==> src/hdl/vtp_pkg.sv <==
package vtp_pkg;
   // ------------------------------------------------------------
   // Modes, profile shapes and control/status/polarity/submode bit positions
   // ------------------------------------------------------------
   localparam logic [7:0] MODE_VEL      = 8'h02;
   localparam logic [7:0] MODE_PROF_VEL = 8'h03;
   localparam logic [7:0] MODE_PROF_TRQ = 8'h04;
   localparam logic [7:0] PROF_TRAP     = 8'h00;
   localparam logic [7:0] PROF_JERK     = 8'h03;
   localparam int         CTRL_HALT_BIT = 8;
   localparam int         STAT_TGT_BIT  = 10;
   localparam int         STAT_LIM_BIT  = 11;
   localparam int         POL_VEL_BIT   = 6;
   localparam int         SUBMODE_BIT   = 5;
   // ------------------------------------------------------------
   // Timing and torque scale
   // ------------------------------------------------------------
   localparam int         CLK_HZ        = 200_000_000;
   localparam int         PERIOD_US     = 1000;
   localparam int         PERIOD_CYC    = CLK_HZ / 1_000_000 * PERIOD_US;
   localparam int         TICKS_PER_S   = 1_000_000 / PERIOD_US;
   localparam int         TRQ_FULL      = 1000;
   // ------------------------------------------------------------
   // Reset values
   // ------------------------------------------------------------
   localparam logic [15:0] STATUS_RST   = 16'h0000;
   localparam logic [31:0] DEMAND_RST   = 32'h0000_0000;
endpackage

==> src/hdl/vtp_window.sv <==
module vtp_window #(
   parameter int W = 32
) (
   input  wire logic         clk,
   input  wire logic         rst_n,
   input  wire logic         tick,
   input  wire logic         clr,
   input  wire logic [W-1:0] actual,
   input  wire logic [W-1:0] target,
   input  wire logic [W-1:0] window,
   input  wire logic [15:0]  time_ms,
   output logic              reached_r
);
   logic [W-1:0] diff;
   logic [15:0]  cnt_r;

   always_comb begin
      if ($signed(actual) > $signed(target)) begin
         diff = actual - target;
      end else begin
         diff = target - actual;
      end
   end

   // Dwell counter restarts whenever the value leaves the window.
   always_ff @(posedge clk or negedge rst_n) begin
      if (!rst_n) begin
         cnt_r     <= 16'h0000;
         reached_r <= 1'b0;
      end else if (clr) begin
         cnt_r     <= 16'h0000;
         reached_r <= 1'b0;
      end else if (tick) begin
         if (diff > window) begin
            cnt_r     <= 16'h0000;
            reached_r <= 1'b0;
         end else if (cnt_r >= time_ms) begin
            reached_r <= 1'b1;
         end else begin
            cnt_r <= cnt_r + 16'h0001;
         end
      end
   end
endmodule

==> src/hdl/vtp_top.sv <==
// How it works
// - Velocity ramp tracks target within limits.
// - Status bit 11 while limit constrains ramp.
// - Halt bit 8 brakes; release restarts ramp.
// - Bits 10/8 report velocity progress states.
// - Bit 10 after speed dwell in window.
// - Polarity bit 6 inverts commanded speed.
// - Profile type 0 trapezoid, 3 jerk-limited.
// - Accel, decel and quick-stop rates used.
// - Runs only when operation enabled.
// - Ramp output is demand and setpoint.
// - Torque mode needs closed loop active.
// - Halt ramps torque down, release restarts.
// - Bits 8/10 report torque progress states.
// - Torque reached after window dwell time.
// - Bit 11 when target torque exceeds max.
// - Torque values in thousandths of rated.
// - Torque limited and slope per second.
// - Clamp to peak; above rated needs duration.
// - Submode bit 5 clear enables speed cap.
module vtp_top #(
   parameter int PERIOD = vtp_pkg::PERIOD_CYC
) (
   input  wire logic        clk,
   input  wire logic        nrst,
   input  wire logic [7:0]  mode,
   input  wire logic [15:0] control,
   input  wire logic        op_enabled,
   input  wire logic        quick_stop,
   input  wire logic        closed_loop,
   input  wire logic [7:0]  polarity,
   input  wire logic [7:0]  profile_type,
   input  wire logic [31:0] target_vel,
   input  wire logic [31:0] vel_min,
   input  wire logic [31:0] vel_max,
   input  wire logic [31:0] prof_acc,
   input  wire logic [31:0] prof_dec,
   input  wire logic [31:0] qs_dec,
   input  wire logic [31:0] max_acc,
   input  wire logic [31:0] max_dec,
   input  wire logic [31:0] jerk,
   input  wire logic [31:0] actual_vel,
   input  wire logic [31:0] vel_window,
   input  wire logic [15:0] vel_window_ms,
   input  wire logic [15:0] target_trq,
   input  wire logic [15:0] max_trq,
   input  wire logic [15:0] trq_slope,
   input  wire logic [15:0] peak_trq,
   input  wire logic [15:0] peak_dur,
   input  wire logic [15:0] actual_trq,
   input  wire logic [15:0] trq_window,
   input  wire logic [15:0] trq_window_ms,
   input  wire logic [7:0]  motor_submode,
   input  wire logic [31:0] speed_cap,
   output logic [15:0]      status_r,
   output logic [31:0]      vel_demand_r,
   output logic [31:0]      vel_setpoint_r,
   output logic [15:0]      trq_demand_r,
   output logic             speed_cap_en_r,
   output logic             field_weak_en_r
);
   // ------------------------------------------------------------
   // Reset release and control period
   // ------------------------------------------------------------
   logic        rst_m_r;
   logic        rst_n;
   logic [31:0] div_r;
   logic        tick;

   always_ff @(posedge clk or negedge nrst) begin
      if (!nrst) begin
         rst_m_r <= 1'b0;
         rst_n   <= 1'b0;
      end else begin
         rst_m_r <= 1'b1;
         rst_n   <= rst_m_r;
      end
   end

   // One enable pulse per control period.
   always_ff @(posedge clk or negedge rst_n) begin
      if (!rst_n) begin
         div_r <= 32'h0000_0000;
      end else if (div_r >= 32'(PERIOD - 1)) begin
         div_r <= 32'h0000_0000;
      end else begin
         div_r <= div_r + 32'h0000_0001;
      end
   end
   assign tick = (div_r == 32'(PERIOD - 1));

   // ------------------------------------------------------------
   // Helpers
   // ------------------------------------------------------------
   function automatic logic [31:0] smin(input logic [31:0] a, input logic [31:0] b);
      smin = ($signed(a) < $signed(b)) ? a : b;
   endfunction

   function automatic logic [31:0] smax(input logic [31:0] a, input logic [31:0] b);
      smax = ($signed(a) > $signed(b)) ? a : b;
   endfunction

   function automatic logic [31:0] umin(input logic [31:0] a, input logic [31:0] b);
      umin = (a < b) ? a : b;
   endfunction

   // ------------------------------------------------------------
   // Mode decode
   // ------------------------------------------------------------
   logic halt;
   logic vel_mode;
   logic pv_mode;
   logic pt_mode;
   logic halt_d_r;
   logic vel_run;
   logic trq_run;

   assign halt     = control[vtp_pkg::CTRL_HALT_BIT];
   assign pv_mode  = (mode == vtp_pkg::MODE_PROF_VEL);
   assign vel_mode = pv_mode || (mode == vtp_pkg::MODE_VEL);
   assign pt_mode  = (mode == vtp_pkg::MODE_PROF_TRQ);
   assign vel_run  = vel_mode && op_enabled;
   assign trq_run  = pt_mode && op_enabled && closed_loop;

   always_ff @(posedge clk or negedge rst_n) begin
      if (!rst_n) begin
         halt_d_r <= 1'b0;
      end else if (tick) begin
         halt_d_r <= halt;
      end
   end

   // ------------------------------------------------------------
   // Velocity ramp generator
   // ------------------------------------------------------------
   logic [31:0] cmd_vel;
   logic [31:0] goal_vel;
   logic [31:0] acc_lim;
   logic [31:0] dec_lim;
   logic [31:0] step_lim;
   logic [31:0] acc_r;
   logic [31:0] acc_want;
   logic [31:0] dv;
   logic [31:0] vel_nxt;
   logic        speeding_up;
   logic        vel_clamped;
   logic        rate_clamped;

   always_comb begin
      cmd_vel = polarity[vtp_pkg::POL_VEL_BIT] ? (32'h0 - target_vel) : target_vel;
      goal_vel = smin(smax(cmd_vel, vel_min), vel_max);
      vel_clamped = (goal_vel != cmd_vel);
      if (!vel_run || halt || quick_stop) begin
         goal_vel = 32'h0;
      end
      // Leaving zero in either direction is speeding up, so it takes the acceleration rate.
      speeding_up = ($signed(goal_vel) > $signed(vel_demand_r)) ? ($signed(vel_demand_r) >= 0)
                                                                : ($signed(vel_demand_r) <= 0);
      acc_lim = umin(prof_acc, max_acc);
      dec_lim = quick_stop ? qs_dec : umin(prof_dec, max_dec);
      step_lim = speeding_up ? acc_lim : dec_lim;
      rate_clamped = (prof_acc > max_acc) || (!quick_stop && prof_dec > max_dec);
      // Jerk-limited shape walks the step size toward its limit instead of jumping.
      if (pv_mode && profile_type == vtp_pkg::PROF_JERK) begin
         acc_want = umin(acc_r + jerk, step_lim);
      end else begin
         acc_want = step_lim;
      end
      dv = ($signed(goal_vel) > $signed(vel_demand_r)) ? goal_vel - vel_demand_r
                                                       : vel_demand_r - goal_vel;
      if (dv <= acc_want) begin
         vel_nxt = goal_vel;
      end else if ($signed(goal_vel) > $signed(vel_demand_r)) begin
         vel_nxt = vel_demand_r + acc_want;
      end else begin
         vel_nxt = vel_demand_r - acc_want;
      end
   end

   always_ff @(posedge clk or negedge rst_n) begin
      if (!rst_n) begin
         vel_demand_r   <= vtp_pkg::DEMAND_RST;
         vel_setpoint_r <= vtp_pkg::DEMAND_RST;
         acc_r          <= 32'h0;
      end else if (tick) begin
         vel_demand_r   <= vel_nxt;
         vel_setpoint_r <= vel_nxt;
         acc_r          <= (vel_nxt == goal_vel) ? 32'h0 : acc_want;
      end
   end

   // ------------------------------------------------------------
   // Torque ramp generator
   // ------------------------------------------------------------
   logic [15:0] trq_cap;
   logic [15:0] goal_trq;
   logic [15:0] slope_step;
   logic [15:0] trq_nxt;
   logic [15:0] dt;

   always_comb begin
      // Above-rated torque is only allowed when a peak duration exists.
      trq_cap = (peak_dur != 16'h0) ? peak_trq : 16'(vtp_pkg::TRQ_FULL);
      if (peak_trq < trq_cap) begin
         trq_cap = peak_trq;
      end
      if (max_trq < trq_cap) begin
         trq_cap = max_trq;
      end
      goal_trq = ($signed(target_trq) > $signed(trq_cap)) ? trq_cap : target_trq;
      if ($signed(goal_trq) < -$signed(trq_cap)) begin
         goal_trq = 16'h0 - trq_cap;
      end
      if (!trq_run || halt) begin
         goal_trq = 16'h0;
      end
      slope_step = 16'(trq_slope / 16'(vtp_pkg::TICKS_PER_S));
      if (slope_step == 16'h0) begin
         slope_step = 16'h0001;
      end
      dt = ($signed(goal_trq) > $signed(trq_demand_r)) ? goal_trq - trq_demand_r
                                                       : trq_demand_r - goal_trq;
      if (dt <= slope_step) begin
         trq_nxt = goal_trq;
      end else if ($signed(goal_trq) > $signed(trq_demand_r)) begin
         trq_nxt = trq_demand_r + slope_step;
      end else begin
         trq_nxt = trq_demand_r - slope_step;
      end
   end

   always_ff @(posedge clk or negedge rst_n) begin
      if (!rst_n) begin
         trq_demand_r    <= 16'h0;
         speed_cap_en_r  <= 1'b0;
         field_weak_en_r <= 1'b0;
      end else if (tick) begin
         trq_demand_r    <= trq_nxt;
         speed_cap_en_r  <= trq_run && !motor_submode[vtp_pkg::SUBMODE_BIT];
         field_weak_en_r <= trq_run && !motor_submode[vtp_pkg::SUBMODE_BIT];
      end
   end

   // ------------------------------------------------------------
   // Target windows
   // ------------------------------------------------------------
   logic vel_in_win;
   logic trq_in_win;

   vtp_window #(.W(32)) u_vel_win (
      .clk       (clk),
      .rst_n     (rst_n),
      .tick      (tick),
      .clr       (halt != halt_d_r),
      .actual    (actual_vel),
      .target    (goal_vel),
      .window    (vel_window),
      .time_ms   (vel_window_ms),
      .reached_r (vel_in_win)
   );

   vtp_window #(.W(16)) u_trq_win (
      .clk       (clk),
      .rst_n     (rst_n),
      .tick      (tick),
      .clr       (halt != halt_d_r),
      .actual    (actual_trq),
      .target    (goal_trq),
      .window    (trq_window),
      .time_ms   (trq_window_ms),
      .reached_r (trq_in_win)
   );

   // ------------------------------------------------------------
   // Status word
   // ------------------------------------------------------------
   logic tgt_bit;
   logic lim_bit;

   always_comb begin
      tgt_bit = 1'b0;
      lim_bit = 1'b0;
      if (vel_mode) begin
         // With halt set the window tracks zero, so bit 10 means stopped.
         tgt_bit = vel_in_win;
         lim_bit = vel_clamped || (rate_clamped && vel_nxt != goal_vel);
      end else if (pt_mode) begin
         tgt_bit = trq_in_win;
         lim_bit = $signed(target_trq) > $signed(max_trq);
      end
   end

   always_ff @(posedge clk or negedge rst_n) begin
      if (!rst_n) begin
         status_r <= vtp_pkg::STATUS_RST;
      end else if (tick) begin
         status_r <= vtp_pkg::STATUS_RST;
         status_r[vtp_pkg::STAT_TGT_BIT] <= tgt_bit;
         status_r[vtp_pkg::STAT_LIM_BIT] <= lim_bit;
      end
   end
endmodule

==> config.mk <==
export PLATFORM = sky130hd
export DESIGN_NAME = vtp_top
export DESIGN_NICKNAME = d
export VERILOG_FILES = /design/src/hdl/vtp_pkg.sv /design/src/hdl/vtp_window.sv /design/src/hdl/vtp_top.sv
export SDC_FILE = /design/constraint.sdc
export NUM_CORES = 2
export LEC_CHECK = 0
export BUFFER_PORTS_ARGS = -buffer_cell sky130_fd_sc_hd__buf_2
export CAP_MARGIN = 20
export CORE_AREA = 5 5 262 264
export CTS_CLUSTER_DIAMETER = 200
export DETAILED_ROUTE_END_ITERATION = 10
export DIE_AREA = 0 0 267 269
export GPL_TIMING_DRIVEN = 0
export HOLD_SLACK_MARGIN = 0.02
export PLACE_DENSITY = 0.82
export SLEW_MARGIN = 20
export SYNTH_ARGS = -nofsm -noshare
export SYNTH_HDL_FRONTEND = slang
export SYNTH_SLANG_ARGS = --single-unit
==> constraint.sdc <==
create_clock -name clk -period 5.6 [get_ports clk]
set_input_delay 0.84 -clock clk [delete_from_list [all_inputs] [get_ports clk]]
set_output_delay 0.84 -clock clk [all_outputs]
set_load 0.02 [all_outputs]
==> impl_results.md <==
- Status: finished, violations left
- Failing checks: setup timing
- Post-synthesis register bit count: ~150
- Top cells by area, synth: ha_1, dfrtp_1, a21oi_1, inv_1, xnor2_1
- Cells after Synth: between 4000 and 5000
- Initial antenna violation count: 34
- Commonest cells post-synth: ha_1, inv_1, a21oi_1
- Share of cells above drive strength 1: 0.260
- Pin count of the biggest net entering global routing: 55
- Tmin final: 18.53 ns
- Port Buffers: 593
- Critical Setup Path Class: primary input to flip-flop
- Clock H-tree levels: 4
- Most frequent cell after synthesis: ha_1
- Top cell by count, worst path: buf_12
- Yosys Warn Count: 0
- Tightest Pin Transition: around 1.3 ns
- Drt drc: 0
- Fin. max-slew vios: 0
- MaxCap Viol Count: 0
- Pwr dens: around 150 nW/um^2
- Reg2Reg Depth: 53
- Drt wl/cell: between 20 and 25 microns
- Slowest stage cell, crit path: or4_4
- CORE AREA: approximately 66000 sq um
- Post-synth EDFFs: 0
- Int Power: 3.83 mW
- Pleak: between 20 and 25 nW
- CP max FO: 10
- Ys flop type: dfrtp_1
- Peak supply drop: ~0.00024 V
- Non-Filler Instances: roughly 6800
- Met2 Resource Use GR: 0.642
- FF+latch area: around 3800 sq um
- Placed cell count: about 6500
- Part of the power in combinational logic: 0.670
- Async SR Flop Fraction: 1.00
- Period utilisation layout: 3.31
- Distinct cells, synth: 114
- R2r setup slk: -6.93 ns
- GRT Residual Overflow: 0
- IO Pins: 679
- Crit path capture type: flip-flop
- GRT met1 Usage: 0.509
- RSZ-0062 raised after global routing: yes
- Clock Path Buffers: 2
- Clock power share: 0.171
- Via Count: ~42000
- Seq pwr share: 0.159
- Synth-to-layout area growth: 29.1%
- Required @ worst endpoint: 5.95 ns
- Final wirelength: around 150 mm
- Switching Fraction: 0.459
- Die ar.: 71800 sq um
- M3 GR Usage: 0.0810
- DRT Pass-1 Iters: 7
- # clock sinks: 152
- Mean Syn Cell Area: approximately 7.3 sq um
- Initial Util: 0.546
- First-pass GRT wire length: between 200 and 250 mm
- Worst hold path class: primary input to async pin
- Net Sw Power: 3.25 mW
- Busiest grt layer: met2
- Worst stage delay on the critical path: 0.56 ns
- Hpwl dp: 122 mm
- Setup Viol. Count Final: between 100 and 150
- Worst-Skew Late Latency: 0.48 ns
- Die Y: 269 microns
- Final nets: 7063
- Vias in the first global route: roughly 40000
- Fill cells: 5329
- Root Driver: clkbuf_16
- Die X: ~270 microns
- Via density: ~6.3
- Max Fclk: 54.0 MHz
- Post-synth top area cell: ha_1
- Total power: roughly 7 mW
- CTS tree: done
- Multi-input gate area: 32200 sq um
- Reg clk slew, reported paths: 0.07 ns
- Final WS setup: -12.93 ns
- Synthesized area: between 30000 and 40000 sq um
- Routed Antenna Nets: 0
- Inserted Clock Buffers: 17
- Startpoint types: primary input
- FP Rows: between 90 and 100
- CP arrival: between 15 and 20 ns
- Final Wtd Congestion: between 1 and 1.5
- GR Util All Layers: 0.396
- Clock Skews: about 0.023 ns
- Endpoints failing hold: 0
- DRT iter0 DRCs: roughly 4200
- Slew margin rel.: 0.162
- Synth top area share: 0.210
- Share of the yosys chip area belonging to registers: 0.105
==> area by class of cell <==
type	count	area share
clock buffers	19	0.00947
multi-input cells	4126	0.689
inverters	511	0.0414
diodes	33	0.00177
well taps	873	0.0234
repair buffers	851	0.114
plain buffers	206	0.0364
flip-flops and latches	152	0.0814
clock inverters	13	0.00294
==> state kept, by name (all words and copies together) (netlist names) <==
signal,count
rst_m_r,1
rst_n,1
u_vel_win.cnt_r,16
u_trq_win.cnt_r,16
field_weak_en_r,1
u_trq_win.reached_r,1
acc_r,32
status_r,2
trq_demand_r,16
vel_setpoint_r,32
halt_d_r,1
u_vel_win.reached_r,1
div_r,32
==> placed cells by master, fill, tap and decap left out, drive strengths merged, types with 36 or more instances in the layout <==
| master | synthesis | routed |
|---|---|---|
| o21a | 57 | 57 |
| nor3 | 88 | 88 |
| mux2i | 146 | 146 |
| xor2 | 122 | 122 |
| mux2 | 50 | 50 |
| a21o | 204 | 204 |
| nand2 | 356 | 356 |
| nor2 | 414 | 414 |
| inv | 510 | 514 |
| o31ai | 36 | 36 |
| nand4 | 120 | 120 |
| ha | 609 | 609 |
| nor4 | 50 | 50 |
| a31oi | 45 | 45 |
| o21ai | 385 | 385 |
| nand3 | 98 | 98 |
| buf | 87 | 934 |
| a21oi | 493 | 493 |
| nand2b | 67 | 67 |
| clkbuf | 137 | 141 |
| xnor2 | 208 | 208 |
| nor2b | 77 | 77 |
| o21bai | 53 | 53 |
| dfrtp | 152 | 152 |
==> timing repair <==
action | CTS | global route
gates cloned | 11 | 0
endpoints found under the setup margin | 115 | 115
buffers inserted | 206 | 53
gates resized for setup | 446 | 140
hold buffers | 0 | 0
pin swaps | 169 | 92
==> critical path, delay by kind of cell <==
kind                     cells  cell delay, ns
multiplexers                 2            0.46
XOR/XNOR                     4            0.88
buffers and inverters       23            3.20
AND/OR/NAND/NOR             31            7.16
AO/OA/AOI/OAI               30            4.75
adder cells (fa/ha/maj)      5            1.55
==> layer usage <==
metal | share of wire | vias up | routed length, microns
li1 | - | 19600 | -
met1 | 0.39 | 20000 | 61000
met2 | 0.45 | 2358 | 70000
met3 | 0.099 | 509 | 15300
met4 | 0.054 | 8 | 8370
met5 | 0.00030 | - | 46
==> metrics by stage <==
stage                     instance area [sq um]   TNS, ns  hold WS (ns)   util  setup slack (ns)
after CTS                                 45800  -1143.81         0.131  0.691            -12.40
after global placement                    41400  -1573.81         0.332  0.624            -16.28
after detailed placement                  41400  -1472.60         0.337  0.625            -16.43
after floorplan                           37300  -1060.12         0.331      -            -12.08
after global routing                      46800  -1216.28         0.132  0.705            -13.27
final                                     46800  -1164.01         0.143  0.705            -12.93
==> power by group through the flow <==
| stage | registers (mW) | logic, mW | clock network [mW] |
|---|---|---|---|
| floorplan | 1.16 | 2.59 | 0 |
| global placement | 1.16 | 3.54 | 0 |
| detailed placement | 1.15 | 3.64 | 0 |
| CTS | 1.13 | 4.35 | 1.21 |
| global route | 1.13 | 5.03 | 1.26 |
| finish | 1.13 | 4.74 | 1.21 |
==> logic make-up after synthesis <==
kind of cell / share of synthesized area
buf+inv: 0.0837
flops: 0.105
simple gates: 0.193
mux: 0.0566
fa+ha+maj: 0.215
other cells: 0.000207
compound gates: 0.266
xor+xnor: 0.0808
==> final timing paths <==
kind,from,endpoint
worst max-delay path,target_vel[3],acc_r[2]
max in group asynchronous,rst_n,acc_r[27]
worst max register to register,acc_r[0],acc_r[2]
min in group clk,rst_m_r,rst_n
worst min register to register,rst_n,u_vel_win.reached_r
worst min-delay path,nrst,rst_n
No activity file was read; power rests on OpenSTA's default activity.
